==> src/hdl/tcs_pkg.sv <==
// Constants and carrier types for the timer run and flag control block.
package tcs_pkg;

	// ==========================================================
	// Register address and bit positions
	localparam logic [7:0] TCS_CTRL_ADDR  = 8'h88;
	localparam logic [7:0] TCS_CTRL_RESET = 8'h00;
	localparam int unsigned TCS_BIT_TYPE0 = 0;
	localparam int unsigned TCS_BIT_PEND0 = 1;
	localparam int unsigned TCS_BIT_TYPE1 = 2;
	localparam int unsigned TCS_BIT_PEND1 = 3;
	localparam int unsigned TCS_BIT_RUN0  = 4;
	localparam int unsigned TCS_BIT_OVF0  = 5;
	localparam int unsigned TCS_BIT_RUN1  = 6;
	localparam int unsigned TCS_BIT_OVF1  = 7;
	localparam int unsigned TCS_NBITS   = 8;

	// ==========================================================
	// Timer modes and roll-over values
	localparam logic [1:0]  TCS_MODE_13BIT  = 2'h0;
	localparam logic [1:0]  TCS_MODE_16BIT  = 2'h1;
	localparam logic [1:0]  TCS_MODE_RELOAD = 2'h2;
	localparam logic [1:0]  TCS_MODE_SPLIT  = 2'h3;
	localparam logic [12:0] TCS_MAX13       = 13'h1FFF;
	localparam logic [15:0] TCS_MAX16       = 16'hFFFF;
	localparam logic [7:0]  TCS_MAX8        = 8'hFF;

	// ==========================================================
	// Carrier types
	typedef struct packed {
		logic       wr;
		logic       bit_wr;
		logic       rd;
		logic [7:0] addr;
		logic [2:0] bit_sel;
		logic [7:0] wdata;
	} tcs_sfr_req_t;

	typedef struct packed {
		logic        inc;
		logic [15:0] count;
	} tcs_tick_t;

	typedef struct packed {
		logic ovf0;
		logic ovf1;
		logic pend0;
		logic pend1;
	} tcs_vec_ack_t;

	typedef struct packed {
		logic [7:0] ctrl;
		logic       irq0_prev;
		logic       irq1_prev;
		logic       run0_lo;
		logic       run0_hi;
		logic       run1;
		logic [7:0] rdata;
	} tcs_state_t;

	localparam tcs_state_t TCS_STATE_RESET = '{ctrl: TCS_CTRL_RESET, rdata: 8'h00, default: 1'b0};

endpackage : tcs_pkg

==> src/hdl/tcs_timer_control.sv <==
// Timer run and flag control register with overflow, gating and external interrupt flags.
`timescale 1ns/100ps
// Functional notes
// [RULE1] Second timer overflow sets bit 7 flag; the code ignores it while the first timer is in split mode.
// [RULE2] Bit 7 cleared by software or vector.
// [RULE3] First timer overflow sets bit 5 flag.
// [RULE4] Bit 5 cleared by software or vector.
// [RULE5] Run bits 4 and 6 start/stop timers; in split mode the code makes bit 6 run the upper byte, not the second timer.
// [RULE6] First timer counts when ungated or input active.
// [RULE7] 13-bit mode flags on 0x1FFF roll-over.
// [RULE8] Split mode upper byte uses second timer bits.
// [RULE9] Type select: 0 level, 1 edge.
// [RULE10] Overflow beats a same-cycle software clear.
module tcs_timer_control (
	input  wire logic                  clk,
	input  wire logic                  reset,
	input  wire tcs_pkg::tcs_sfr_req_t sfr_req,
	output logic [7:0]                 sfr_rdata,
	input  wire tcs_pkg::tcs_vec_ack_t vec_ack,
	input  wire logic [1:0]            first_timer_mode,
	input  wire logic [1:0]            second_timer_mode,
	input  wire logic                  first_timer_gate_bit,
	input  wire logic                  second_timer_gate_bit,
	input  wire tcs_pkg::tcs_tick_t    first_timer_tick,
	input  wire logic                  first_timer_upper_byte_inc,
	input  wire tcs_pkg::tcs_tick_t    second_timer_tick,
	input  wire logic                  ext_irq0_input,
	input  wire logic                  ext_irq1_input,
	output logic [7:0]                 timer_run_and_flag_control,
	output logic                       first_timer_count_en,
	output logic                       first_timer_upper_count_en,
	output logic                       second_timer_count_en
);

	// ==========================================================
	// Decoding helpers
	// Overflow test shared by both timers; split and reload modes roll over on the low byte.
	function automatic logic tcs_overflow(input logic [1:0] mode, input tcs_pkg::tcs_tick_t tick);
		logic ov;
		ov = 1'b0;
		case (mode)
			tcs_pkg::TCS_MODE_13BIT: ov = tick.inc && (tick.count[12:0] == tcs_pkg::TCS_MAX13);
			tcs_pkg::TCS_MODE_16BIT: ov = tick.inc && (tick.count == tcs_pkg::TCS_MAX16);
			default:                 ov = tick.inc && (tick.count[7:0] == tcs_pkg::TCS_MAX8);
		endcase
		return ov;
	endfunction : tcs_overflow

	tcs_pkg::tcs_state_t s_q;
	tcs_pkg::tcs_state_t s_d;
	logic [7:0]          sw_hit;
	logic [7:0]          sw_val;
	logic                ctrl_sel;
	logic                ov0;
	logic                ov0_hi;
	logic                ov1;
	logic                set_ovf1;
	logic                pend0_edge;
	logic                pend1_edge;

	assign ctrl_sel = (sfr_req.addr == tcs_pkg::TCS_CTRL_ADDR);

	// Byte writes touch every bit; bit writes touch one bit and carry the value in data bit 0.
	for (genvar i = 0; i < tcs_pkg::TCS_NBITS; i++) begin : g_bit_wr
		assign sw_hit[i] = ctrl_sel && (sfr_req.wr || (sfr_req.bit_wr && (sfr_req.bit_sel == 3'(i))));
		assign sw_val[i] = sfr_req.wr ? sfr_req.wdata[i] : sfr_req.wdata[0];
	end

	// ==========================================================
	// Overflow and edge events
	// In split mode the second timer keeps counting for baud rates unless it is itself in split mode, but may not touch its flag.
	assign ov0      = tcs_overflow(first_timer_mode, first_timer_tick);                       // [RULE3] [RULE7]
	assign ov0_hi   = (first_timer_mode == tcs_pkg::TCS_MODE_SPLIT) && first_timer_upper_byte_inc
	                  && (first_timer_tick.count[15:8] == tcs_pkg::TCS_MAX8);                 // [RULE8]
	assign ov1      = (first_timer_mode != tcs_pkg::TCS_MODE_SPLIT)
	                  && tcs_overflow(second_timer_mode, second_timer_tick);                  // [RULE1] [RULE7]
	assign set_ovf1   = ov0_hi || ov1;
	assign pend0_edge = ext_irq0_input && !s_q.irq0_prev;
	assign pend1_edge = ext_irq1_input && !s_q.irq1_prev;

	// ==========================================================
	// Next-state logic
	// Each overflow flag, and each pending flag in edge mode, is written as (write-or-hold, then vector clear) OR set, so a set never gets lost.
	always_comb begin
		s_d = s_q;
		s_d.irq0_prev = ext_irq0_input;
		s_d.irq1_prev = ext_irq1_input;
		// Plain control bits.
		if (sw_hit[tcs_pkg::TCS_BIT_RUN0]) begin
			s_d.ctrl[tcs_pkg::TCS_BIT_RUN0] = sw_val[tcs_pkg::TCS_BIT_RUN0]; // [RULE5]
		end
		if (sw_hit[tcs_pkg::TCS_BIT_RUN1]) begin
			s_d.ctrl[tcs_pkg::TCS_BIT_RUN1] = sw_val[tcs_pkg::TCS_BIT_RUN1]; // [RULE5]
		end
		if (sw_hit[tcs_pkg::TCS_BIT_TYPE0]) begin
			s_d.ctrl[tcs_pkg::TCS_BIT_TYPE0] = sw_val[tcs_pkg::TCS_BIT_TYPE0];
		end
		if (sw_hit[tcs_pkg::TCS_BIT_TYPE1]) begin
			s_d.ctrl[tcs_pkg::TCS_BIT_TYPE1] = sw_val[tcs_pkg::TCS_BIT_TYPE1];
		end
		// Overflow flags.
		s_d.ctrl[tcs_pkg::TCS_BIT_OVF0] = ((sw_hit[tcs_pkg::TCS_BIT_OVF0] ? sw_val[tcs_pkg::TCS_BIT_OVF0]
		                                    : s_q.ctrl[tcs_pkg::TCS_BIT_OVF0]) && !vec_ack.ovf0) || ov0; // [RULE4] [RULE10]
		s_d.ctrl[tcs_pkg::TCS_BIT_OVF1] = ((sw_hit[tcs_pkg::TCS_BIT_OVF1] ? sw_val[tcs_pkg::TCS_BIT_OVF1]
		                                    : s_q.ctrl[tcs_pkg::TCS_BIT_OVF1]) && !vec_ack.ovf1) || set_ovf1; // [RULE2] [RULE10]
		// External flags follow the input in level mode and latch edges in edge mode.
		// The new type is used, so a write that selects edge mode also keeps the pending bit it writes.
		if (s_d.ctrl[tcs_pkg::TCS_BIT_TYPE0]) begin
			s_d.ctrl[tcs_pkg::TCS_BIT_PEND0] = ((sw_hit[tcs_pkg::TCS_BIT_PEND0] ? sw_val[tcs_pkg::TCS_BIT_PEND0]
			                                    : s_q.ctrl[tcs_pkg::TCS_BIT_PEND0]) && !vec_ack.pend0) || pend0_edge;
		end else begin
			s_d.ctrl[tcs_pkg::TCS_BIT_PEND0] = ext_irq0_input;
		end
		if (s_d.ctrl[tcs_pkg::TCS_BIT_TYPE1]) begin
			s_d.ctrl[tcs_pkg::TCS_BIT_PEND1] = ((sw_hit[tcs_pkg::TCS_BIT_PEND1] ? sw_val[tcs_pkg::TCS_BIT_PEND1]
			                                    : s_q.ctrl[tcs_pkg::TCS_BIT_PEND1]) && !vec_ack.pend1) || pend1_edge; // [RULE9]
		end else begin
			s_d.ctrl[tcs_pkg::TCS_BIT_PEND1] = ext_irq1_input; // [RULE9]
		end
		// Count enables are registered, so a run change reaches the counters one cycle later.
		s_d.run0_lo = s_q.ctrl[tcs_pkg::TCS_BIT_RUN0]
		              && (!first_timer_gate_bit || ext_irq0_input); // [RULE5] [RULE6]
		s_d.run0_hi = (first_timer_mode == tcs_pkg::TCS_MODE_SPLIT)
		              && s_q.ctrl[tcs_pkg::TCS_BIT_RUN1]; // [RULE8]
		if (first_timer_mode == tcs_pkg::TCS_MODE_SPLIT) begin
			s_d.run1 = (second_timer_mode != tcs_pkg::TCS_MODE_SPLIT);
		end else begin
			s_d.run1 = s_q.ctrl[tcs_pkg::TCS_BIT_RUN1] && (second_timer_mode != tcs_pkg::TCS_MODE_SPLIT)
			           && (!second_timer_gate_bit || ext_irq1_input); // [RULE5]
		end
		// Read data: the register on a hit, zero for any other address.
		if (sfr_req.rd && ctrl_sel) begin
			s_d.rdata = s_q.ctrl;
		end else if (sfr_req.rd) begin
			s_d.rdata = '0;
		end
	end

	// ==========================================================
	// State register
	always_ff @(posedge clk) begin
		if (reset) begin
			s_q <= tcs_pkg::TCS_STATE_RESET;
		end else begin
			s_q <= s_d;
		end
	end

	assign timer_run_and_flag_control = s_q.ctrl;
	assign sfr_rdata                  = s_q.rdata;
	assign first_timer_count_en       = s_q.run0_lo;
	assign first_timer_upper_count_en = s_q.run0_hi;
	assign second_timer_count_en      = s_q.run1;
endmodule : tcs_timer_control

==> config.mk <==
export PLATFORM = sky130hd
export DESIGN_NAME = tcs_timer_control
export DESIGN_NICKNAME = d
export VERILOG_FILES = /design/src/hdl/tcs_pkg.sv /design/src/hdl/tcs_timer_control.sv
export SDC_FILE = /design/constraint.sdc
export NUM_CORES = 1
export LEC_CHECK = 0
export BUFFER_PORTS_ARGS = -buffer_cell sky130_fd_sc_hd__buf_2
export CORE_MARGIN = 1
export CORE_UTILIZATION = 40
export DETAILED_ROUTE_END_ITERATION = 8
export GPL_TIMING_DRIVEN = 0
export HOLD_SLACK_MARGIN = 0.06
export PLACE_DENSITY = 0.79
export SYNTH_ARGS = -nofsm -noshare
export SYNTH_HDL_FRONTEND = slang
export SYNTH_SLANG_ARGS = --single-unit
==> constraint.sdc <==
create_clock -name clk -period 1.41 [get_ports clk]
set_input_delay 0.141 -clock clk [delete_from_list [all_inputs] [get_ports clk]]
set_output_delay 0.141 -clock clk [all_outputs]
set_load 0.01 [all_outputs]
==> metrics, run 1 <==
die area=~3300 sq um; Max VDD drop=around 0.32 mV; clk_skew=0.01095 ns; DRC violations left=4; WL/cell=11.65 microns; post-DR vias/cell=5.115; Tot GR Track Use=21.83%; max_cap viols=0; Design Area, Final=1808 sq um; worst slew pin tran=0.4560 ns; Synth Area in Simple Gates=approximately a third; global-route wire length before repair=5602 microns; WP data required=1.65 ns; post-synth top area cell=dfxtp_1; area share of fa/ha/maj cells after synthesis=0%; synth top area cells=dfxtp_1, buf_4, nand3_1, mux2i_1, nand2_1; Die Ht=around 58 microns; H-tree levels=1; yosys warns=0; share of cells above drive strength 1=45.56%; drt initial violations=28; commonest cells after routing, fill and taps aside=buf_2, dfxtp_1, buf_4, nand3_1, nand2_1; Synth-to-Final Area Change=44.93%; LEAKAGE=0.0009350 uW; die width=~58 microns; Crit Path Category=primary input to flop; largest family of logic cells by synthesized area=simple AND/OR/NAND/NOR gates; # port buffers=89; final worst path period share=96.13%; type of origin of the critical path=primary input; Post-Route WL=3251 microns; fin crit period=1.355 ns; Mapped Nets=roughly 220; IO Count=90; initial antenna violation count=0; postcts setup bufs=0; DRT antenna net count=0; FP Rows=19; Initial Util=43.73%; register area share after synthesis=33.70%; GPL Wtd Cong=0.8192; flops & latches, synth=21; Via Count=1,427; RSZ-0062 raised after global routing=no; Max clock buf depth=2; most common cell after layout, fill and taps aside=buf_2; Gate Count Post-Synth=150; Max FO, Critical Path=2; Worst R2R Setup Slack=~0.36 ns; DPL Wire Length=2703 microns; core area=around 2900 sq um; Hold Fails Final Rpt=0; post-synthesis compound-gate area fraction=15.65%; status=finished, violations left; Yosys cell types=33; Tightest Hold Check Type=primary input to flop; drt pass-1 iters=8; Setup WS pre-CTS=-0.1502 ns; post_cts resized=0; clock-pin slew on the worst setup and hold paths=0.12 ns; syn avg cell area=8.316 sq um; Arrival @ worst endpoint=1.60 ns; CTS root buf=clkbuf_4; placed cell area=1732 sq um; setup TNS=0 ns; fmax=between 700 and 800 MHz; failing checks=design-rule violations; slew margin rel.=69.60%; total grt overflow=0; Synth Area in XOR/XNOR=0%; multiplexer share of the synthesized area=4.814%; synthesized area=1247 sq um; # setup viols final=0; final worst slack=~0.055 ns; worst-skew pair later-pin latency=around 0.31 ns; number of global-route vias before repair=1,363; Hold Buf Count CTS=5; PD cells=614.7 nW/um^2; Crit. End Element=flop; Max Slew Vio Count=0; CTS Buf Count=3; Nets=320; CTS tree=done; CTS Sinks=21; Synth top area share=33.70%; # diodes=0; pin count of the biggest net entering global routing=12
kinds of logic after synthesis:
group,count (synthesis)
compound gates,31
buf+inv,26
flops,21
mux,6
simple gates,66
critical path: stages:
cell	delay, ns
dlygate4sd3_1	0.52
buf_2	0.13
nand2_1	0.05
a31oi_1	0.08
or4_1	0.53
a31oi_1	0.14
metrics by stage:
stage                     std cells  util (%)  hold WS [ns]  total power (uW)
after global placement          270     60.70        0.3448             819.7
final                           279     63.38        0.1019              1111
after global routing            279     63.38        0.1088              1176
after detailed placement        270     60.70        0.3443             822.6
after CTS                       279     63.38        0.1002              1122
after floorplan                 150         -        0.2211             689.7
cell type report:
| type | count | area [sq um] |
|---|---|---|
| plain buffers | 22 | 153.9 |
| multi-input cells | 103 | 658.1 |
| well taps | 31 | 38.79 |
| inverters | 4 | 15.01 |
| repair buffers | 94 | 495.5 |
| flip-flops and latches | 21 | 420.4 |
| clock buffers | 4 | 26.28 |
| fillers | 283 | 1045 |
cells in the mapped netlist, drive strengths merged:
master	instances
clkbuf	4
nand2b	9
or3	2
nor3b	3
a221oi	1
nor3	2
a21boi	1
nand4	2
inv	4
nor2b	3
o41ai	2
a21oi	12
buf	18
nand2	15
nand3	15
mux2i	6
dfxtp	21
and4	2
and3	1
o211ai	2
and4b	1
nor4bb	2
and2	1
a311o	1
o21ai	8
nor4b	3
or4	1
nor2	4
a41o	2
a31oi	2
power by group:
group,total [uW],internal [uW],switching [uW]
clock network,293,110,182
registers,604,600,3.60
logic,215,120,94.8
path summary, 6_finish.rpt:
path | start | endpoint | cells past startpoint
worst max-delay path | second_timer_mode[0] | timer_run_and_flag_control[7] | 6
worst min-delay path | vec_ack[3] | timer_run_and_flag_control[5] | 3
worst max register to register | timer_run_and_flag_control[7] | timer_run_and_flag_control[7] | 3
worst min register to register | sfr_rdata[3] | sfr_rdata[3] | 2
state kept, by name, summed over array words and instances (netlist names):
register and flops:
sfr_rdata 8, timer_run_and_flag_control 8, s_q 2, first_timer_count_en 1, first_timer_upper_count_en 1, second_timer_count_en 1
layer usage:
| layer | part of all wire, % | GRT usage, % | vias to the layer above |
|---|---|---|---|
| li1 | - | - | 719 |
| met1 | 39 | 22.88 | 637 |
| met3 | 7.6 | 4.241 | 4 |
| met5 | 0 | 0 | - |
| met2 | 52 | 42.86 | 67 |
| met4 | 1.4 | 7.143 | 0 |
(Power assumes the default switching activity.)
==> inputs of run 2 (changes only) <==
--- a/config.mk
+++ b/config.mk
@@ -7,11 +7,11 @@
 export LEC_CHECK = 0
 export BUFFER_PORTS_ARGS = -buffer_cell sky130_fd_sc_hd__buf_2
 export CORE_MARGIN = 1
-export CORE_UTILIZATION = 40
+export CORE_UTILIZATION = 36
 export DETAILED_ROUTE_END_ITERATION = 8
 export GPL_TIMING_DRIVEN = 0
 export HOLD_SLACK_MARGIN = 0.06
-export PLACE_DENSITY = 0.79
+export PLACE_DENSITY = 0.75
 export SYNTH_ARGS = -nofsm -noshare
 export SYNTH_HDL_FRONTEND = slang
 export SYNTH_SLANG_ARGS = --single-unit
==> constraint.sdc (replaced) <==
create_clock -name clk -period 1.14 [get_ports clk]
set_input_delay 0.114 -clock clk [delete_from_list [all_inputs] [get_ports clk]]
set_output_delay 0.114 -clock clk [all_outputs]
set_load 0.01 [all_outputs]
==> metrics, run 2 (synthesis gave the netlist of run 1 again) <==
status=completed (was finished, violations left); worst slew pin tran=0.4560 ns (about the same); Post-Route WL=3267 microns (was 3251 microns); drt pass-1 iters=4 (was 8); IO Count=90 (unchanged); most frequent CP cell=buf_6 (was a31oi_1); initial antenna violation count=0 (unchanged); Arrival @ worst endpoint=1.34 ns (was 1.60 ns); GPL Wtd Cong=0.7428 (was 0.8192); Die Ht=60.87 microns (was 57.85 microns); RSZ-0062 raised after global routing=yes (was no); # port buffers=89 (unchanged); Max VDD drop=0.5845 mV (was 0.3222 mV); Nets=323 (was 320); met3 wire len=287 microns (was 248 microns); H-tree levels=1 (unchanged); slowest stage delay, CP=0.36 ns (was 0.53 ns); total grt overflow=0 (unchanged); Clock Power Share=25.1% (was 26.3%); R2R Path End=timer_run_and_flag_control[7] (unchanged); worst r2r src=timer_run_and_flag_control[7] (unchanged); Hold Startpoint=ext_irq1_input (was vec_ack[3]); drt initial violations=35 (was 28); DRT antenna net count=0 (unchanged); WP data required=1.37 ns (was 1.65 ns); Largest delay share family, worst path=simple AND/OR/NAND/NOR gates (was buffers and inverters); WP buf/inv=2 (unchanged); CTS tree=done (unchanged); Tot GR Track Use=18.31% (was 21.83%); core area=3337 sq um (was 2853 sq um); Initial Util=37.38% (was 43.73%); worst-skew pair later-pin latency=0.29 ns (was 0.31 ns); routed length on met1=1276 microns (was 1253 microns); share of cells above drive strength 1=47.41% (was 45.56%); number of global-route vias before repair=1,251 (was 1,363); slew margin rel.=69.60% (about the same); Hold Fails Final Rpt=0 (unchanged); setup TNS=0 ns (unchanged); most common cell after layout, fill and taps aside=buf_2 (unchanged); type of origin of the critical path=primary input (unchanged); Tightest Hold Check Type=primary input to flop (unchanged); Worst R2R Setup Slack=0.14 ns (was 0.36 ns); Max Slew Vio Count=0 (unchanged); Via Count=1,429 (was 1,427); fin crit period=1.111 ns; Design Area, Final=1892 sq um (was 1808 sq um); placed instance count=285 (was 270); Critical Path, Cell by Cell=buf_6, nor4b_4, and2_1, buf_6, a21oi_2, or3_1, a31oi_1 (was dlygate4sd3_1, buf_2, nand2_1, a31oi_1, or4_1, a31oi_1); PD cells=724.9 nW/um^2 (was 614.7 nW/um^2); post-DR vias/cell=4.811 (was 5.115); clk_skew=0.002142 ns (was 0.01095 ns); CTS Sinks=21 (unchanged); Crit Path Category=primary input to flop (unchanged); WL/cell=11.00 microns (was 11.65 microns); Flop pwr share=54.5% (was 54.4%); # setup viols final=0 (unchanged); placed cell area=1750 sq um (was 1732 sq um); die width=60.87 microns (was 57.85 microns); total area of sequential cells=421.7 sq um (was 420.4 sq um); wire length on met2=1638 microns (was 1703 microns); CTS Buf Count=3 (unchanged); Crit. End Element=flop (unchanged); final worst path period share=between 90% and 100%; hold worst-path end=s_q[11] (was timer_run_and_flag_control[5]); fmax=899.8 MHz; Sw Share=24.31% (was 25.27%); FP Rows=21 (was 19); DRC violations left=0 (was 4); worst reg2reg path depth=3 (unchanged); # diodes=0 (unchanged); Slowest cell on crit path=or3_1 (was or4_1); die area=3705 sq um (was 3346 sq um); hold path depth=2 (was 3); Max clock buf depth=2 (unchanged); max_cap viols=0 (unchanged); max layer used=met4 (unchanged); Gate power share=20.5% (was 19.3%); Synth-to-Final Area Change=51.65% (was 44.93%); CTS root buf=clkbuf_4 (unchanged); sw power=333.4 uW (was 280.8 uW); clock-pin slew on the worst setup and hold paths=0.11 ns (was 0.12 ns); DPL Wire Length=2596 microns (was 2703 microns); cell internal pwr=1038 uW (was 830.6 uW); commonest cells after routing, fill and taps aside=buf_2, dfxtp_1, buf_4, nand3_1, nand2_1 (unchanged); footprint of the multi-input gates=669.4 sq um (was 658.1 sq um); global-route wire length before repair=5030 microns (was 5602 microns); Max FO, Critical Path=6 (was 2); pin count of the biggest net entering global routing=12 (unchanged); final instance count without filler cells=297 (was 279); LEAKAGE=0.0009657 uW (was 0.0009350 uW); Core Util, Final=56.69% (was 63.38%); total power=1371 uW (was 1111 uW); FILL cells=347 (was 283)
## run 2: cell types whose count changed in the layout (fill, tap and decap cells not counted)
cell,delta
buf_2,-4
o21ai_0,-3
o21ai_1,+2
clkbuf_1,-1
dfxtp_2,+1
buf_6,+5
o21ai_4,+1
buf_4,+2
dfxtp_1,-1
clkbuf_2,+1
## run 2: how the worst max path moves through the flow
stage                      startpoint                             to  slack (ns)  depth (start not counted)
after detailed placement  sfr_req[17]  timer_run_and_flag_control[4]       -0.36                          8
after global routing      sfr_req[13]  timer_run_and_flag_control[7]       -0.03                          7
final                     sfr_req[12]  timer_run_and_flag_control[7]        0.03                          7
after global placement    sfr_req[17]  timer_run_and_flag_control[4]       -0.33                          8
after CTS                 sfr_req[11]  timer_run_and_flag_control[7]      -0.005                          7
after floorplan           sfr_req[15]  timer_run_and_flag_control[4]       -0.08                          7
## run 2: metrics by stage
stage | setup slack [ns] | hold slack (ns)
after floorplan | -0.08130 | 0.1941
after global placement | -0.3343 | 0.3162
after detailed placement | -0.3633 | 0.3209
after CTS | -0.005422 | 0.08843
after global routing | -0.03497 | 0.08618
final | 0.02861 | 0.1068
## run 2: repair_timing
action,in CTS,in global routing
resized for setup,3,10
setup endpoints to repair,3,6
pin swaps,2,4
hold endpoints to repair,5,0
buffers inserted,0,3
hold buffers,5,0
## run 2: layer usage
layer / vias to the layer above / global-route usage (%)
met4: 0 / 5.844
met5: - / 0
met3: 8 / 4.478
li1: 728 / -
met1: 618 / 19.84
met2: 75 / 34.69
## run 2: cell type report
| type | instances | area share, % |
|---|---|---|
| multi-input cells | 103 | 35.38 |
| inverters | 4 | 0.7937 |
| flip-flops and latches | 21 | 22.29 |
| plain buffers | 22 | 8.399 |
| well taps | 46 | 3.042 |
| repair buffers | 97 | 28.70 |
| clock buffers | 4 | 1.389 |
## run 2: power groups by stage
stage	clock network, uW	registers, uW	logic [uW]
finish	344	747	281
CTS	352	747	272
global placement	0	764	249
detailed placement	0	764	253
global route	384	748	311
floorplan	0	763	89.6
==> inputs of run 3 (changes only) <==
--- a/config.mk
+++ b/config.mk
@@ -5,7 +5,7 @@
 export SDC_FILE = /design/constraint.sdc
 export NUM_CORES = 1
 export LEC_CHECK = 0
-export BUFFER_PORTS_ARGS = -buffer_cell sky130_fd_sc_hd__buf_2
+export BUFFER_PORTS_ARGS = -buffer_cell sky130_fd_sc_hd__buf_4
 export CORE_MARGIN = 1
 export CORE_UTILIZATION = 36
 export DETAILED_ROUTE_END_ITERATION = 8
==> metrics, run 3 (synthesis gave the netlist of run 1 again) <==
clock-pin slew on the worst setup and hold paths=0.11 ns (about the same); # setup viols final=0 (unchanged); Die Ht=60.87 microns (unchanged); CTS Sinks=21 (unchanged); M3 GR Usage=5.544% (was 4.478%); FP Rows=21 (unchanged); share of cells above drive strength 1=47.39% (was 47.41%); commonest cells after routing, fill and taps aside=buf_4, dfxtp_1, nand3_1, nand2_1, a21oi_1 (was buf_2, dfxtp_1, buf_4, nand3_1, nand2_1); most frequent CP cell=buf_4 (was buf_6); Max Slew Vio Count=0 (unchanged); LEAKAGE=0.001001 uW (was 0.0009657 uW); Global Route met1 Usage=20.29% (was 19.84%); Post-Route WL=3356 microns (was 3267 microns); initial antenna violation count=0 (unchanged); pin count of the biggest net entering global routing=12 (unchanged); DRC violations left=0 (unchanged); most common cell after layout, fill and taps aside=buf_4 (was buf_2); IO Count=90 (unchanged); final instance count without filler cells=295 (was 297); GPL Wtd Cong=0.7142 (was 0.7428); # port buffers=89 (unchanged); worst setup path start=sfr_req[13] (was sfr_req[12]); Arrival @ worst endpoint=1.28 ns (was 1.34 ns); H-tree levels=1 (unchanged); WP data required=1.32 ns (was 1.37 ns); GRT busiest layer=met2 (unchanged); Crit Path Category=primary input to flop (unchanged); slew margin rel.=67.77% (was 69.60%); CTS root buf=clkbuf_4 (unchanged); Worst R2R Setup Slack=0.14 ns (about the same); Slowest cell on crit path=nor4b_4 (was or3_1); CTS tree=done (unchanged); fin crit period=1.099 ns (was 1.111 ns); global-route wire length before repair=5264 microns (was 5030 microns); Tot GR Track Use=19.40% (was 18.31%); WL/cell=11.38 microns (was 11.00 microns); post-DR vias/cell=4.766 (was 4.811); drt initial violations=51 (was 35); Crit. End Element=flop (unchanged); Max clock buf depth=2 (unchanged); Max VDD drop=0.4850 mV (was 0.5845 mV); worst reg2reg path depth=3 (unchanged); DPL Wire Length=2738 microns (was 2596 microns); met2 usage=37.68% (was 34.69%); # diodes=0 (unchanged); die area=3705 sq um (unchanged); Tightest Hold Check Type=primary input to flop (unchanged); worst r2r src=timer_run_and_flag_control[7] (unchanged); worst slew pin tran=0.4834 ns (was 0.4560 ns); status=completed (unchanged); worst-skew pair later-pin latency=0.29 ns (about the same); Initial Util=37.38% (unchanged); number of global-route vias before repair=1,319 (was 1,251); drt pass-1 iters=4 (unchanged); DRT antenna net count=0 (unchanged); die width=60.87 microns (unchanged); final worst path period share=96.40% (was 97.49%); clk_skew=0.0007040 ns (was 0.002142 ns); Hold Fails Final Rpt=0 (unchanged); CP endpoint=timer_run_and_flag_control[1] (was timer_run_and_flag_control[7]); WHS=0.08585 ns (was 0.1068 ns); Critical Path, Cell by Cell=buf_4, nor4b_4, buf_4, o211ai_1, mux2i_2, o21ai_1, o41ai_2 (was buf_6, nor4b_4, and2_1, buf_6, a21oi_2, or3_1, a31oi_1); Max FO, Critical Path=3 (was 6); Nets=321 (was 323); R2R Path End=timer_run_and_flag_control[7] (unchanged); PD cells=690.3 nW/um^2 (was 724.9 nW/um^2); placed instance count=285 (unchanged); type of origin of the critical path=primary input (unchanged); max_cap viols=0 (unchanged); CTS Buf Count=3 (unchanged); slowest stage delay, CP=0.28 ns (was 0.36 ns); total grt overflow=0 (unchanged); Via Count=1,406 (was 1,429); fmax=909.9 MHz (was 899.8 MHz); core area=3337 sq um (unchanged); Synth-to-Final Area Change=66.10% (was 51.65%)
run 3: cell types whose count changed in the layout (fill, tap and decap cells not counted), sizes merged:
cell,before,now
buf,110,108
run 3: worst min-delay path by stage:
| stage | start | endpoint | slack (ns) | cells after the start |
|---|---|---|---|---|
| floorplan | reset | s_q[11] | 0.19 | 1 |
| global placement | vec_ack[1] | timer_run_and_flag_control[1] | 0.31 | 2 |
| detailed placement | vec_ack[1] | timer_run_and_flag_control[1] | 0.32 | 2 |
| CTS | vec_ack[3] | timer_run_and_flag_control[5] | 0.07 | 3 |
| global route | vec_ack[3] | timer_run_and_flag_control[5] | 0.07 | 3 |
| finish | vec_ack[3] | timer_run_and_flag_control[5] | 0.09 | 3 |
run 3: cell type report:
cell class	instances	area [sq um]
multi-input combinational	103	671.9
timing repair buffer	96	733.2
clock buffer	4	26.28
buffer	21	146.4
sequential	21	421.7
fill	334	1265
inverter	4	15.01
tap	46	57.56
run 3: worst max-delay path: cells and delay by family:
kind / cells / cell delay, ns
compound gates: 3 / 0.40
buf+inv: 2 / 0.27
mux: 1 / 0.21
simple gates: 1 / 0.28
run 3: per-layer routing:
metal	wire length [microns]	part of all wire, %
met4	24	0.72
met3	237	7.1
met2	1783	53
met1	1311	39
met5	0	0
run 3: per-stage QoR:
step / setup TNS (ns) / total power [uW] / area [sq um] / setup WS (ns) / util (%)
6_report: 0 / 1430 / 2072 / 0.04102 / 62.09
5_1_grt: -0.01215 / 1505 / 2072 / -0.01215 / 62.09
4_1_cts: 0 / 1445 / 2061 / 0.007827 / 61.75
3_5_place_dp: -3.609 / 1088 / 1973 / -0.3596 / 59.13
3_3_place_gp: -3.108 / 1083 / 1973 / -0.3334 / 59.13
2_1_floorplan: -0.3296 / 853.0 / 1247 / -0.08130 / -
run 3: repair_timing:
item                                   4_1_cts  5_1_grt
resized for setup                            1        8
setup endpoints to repair                    4        6
hold buffers                                 5        0
setup buffers                                1        2
pin swaps                                    2        5
endpoints found under the hold margin        5        0
run 3: where the power goes:
part           leakage (uW)  total (uW)  switching [uW]  internal [uW]
registers          0.000171         747            4.62            743
clock network     0.0000150         342             206            136
logic              0.000815         342             121            221
total               0.00100        1430             331           1100
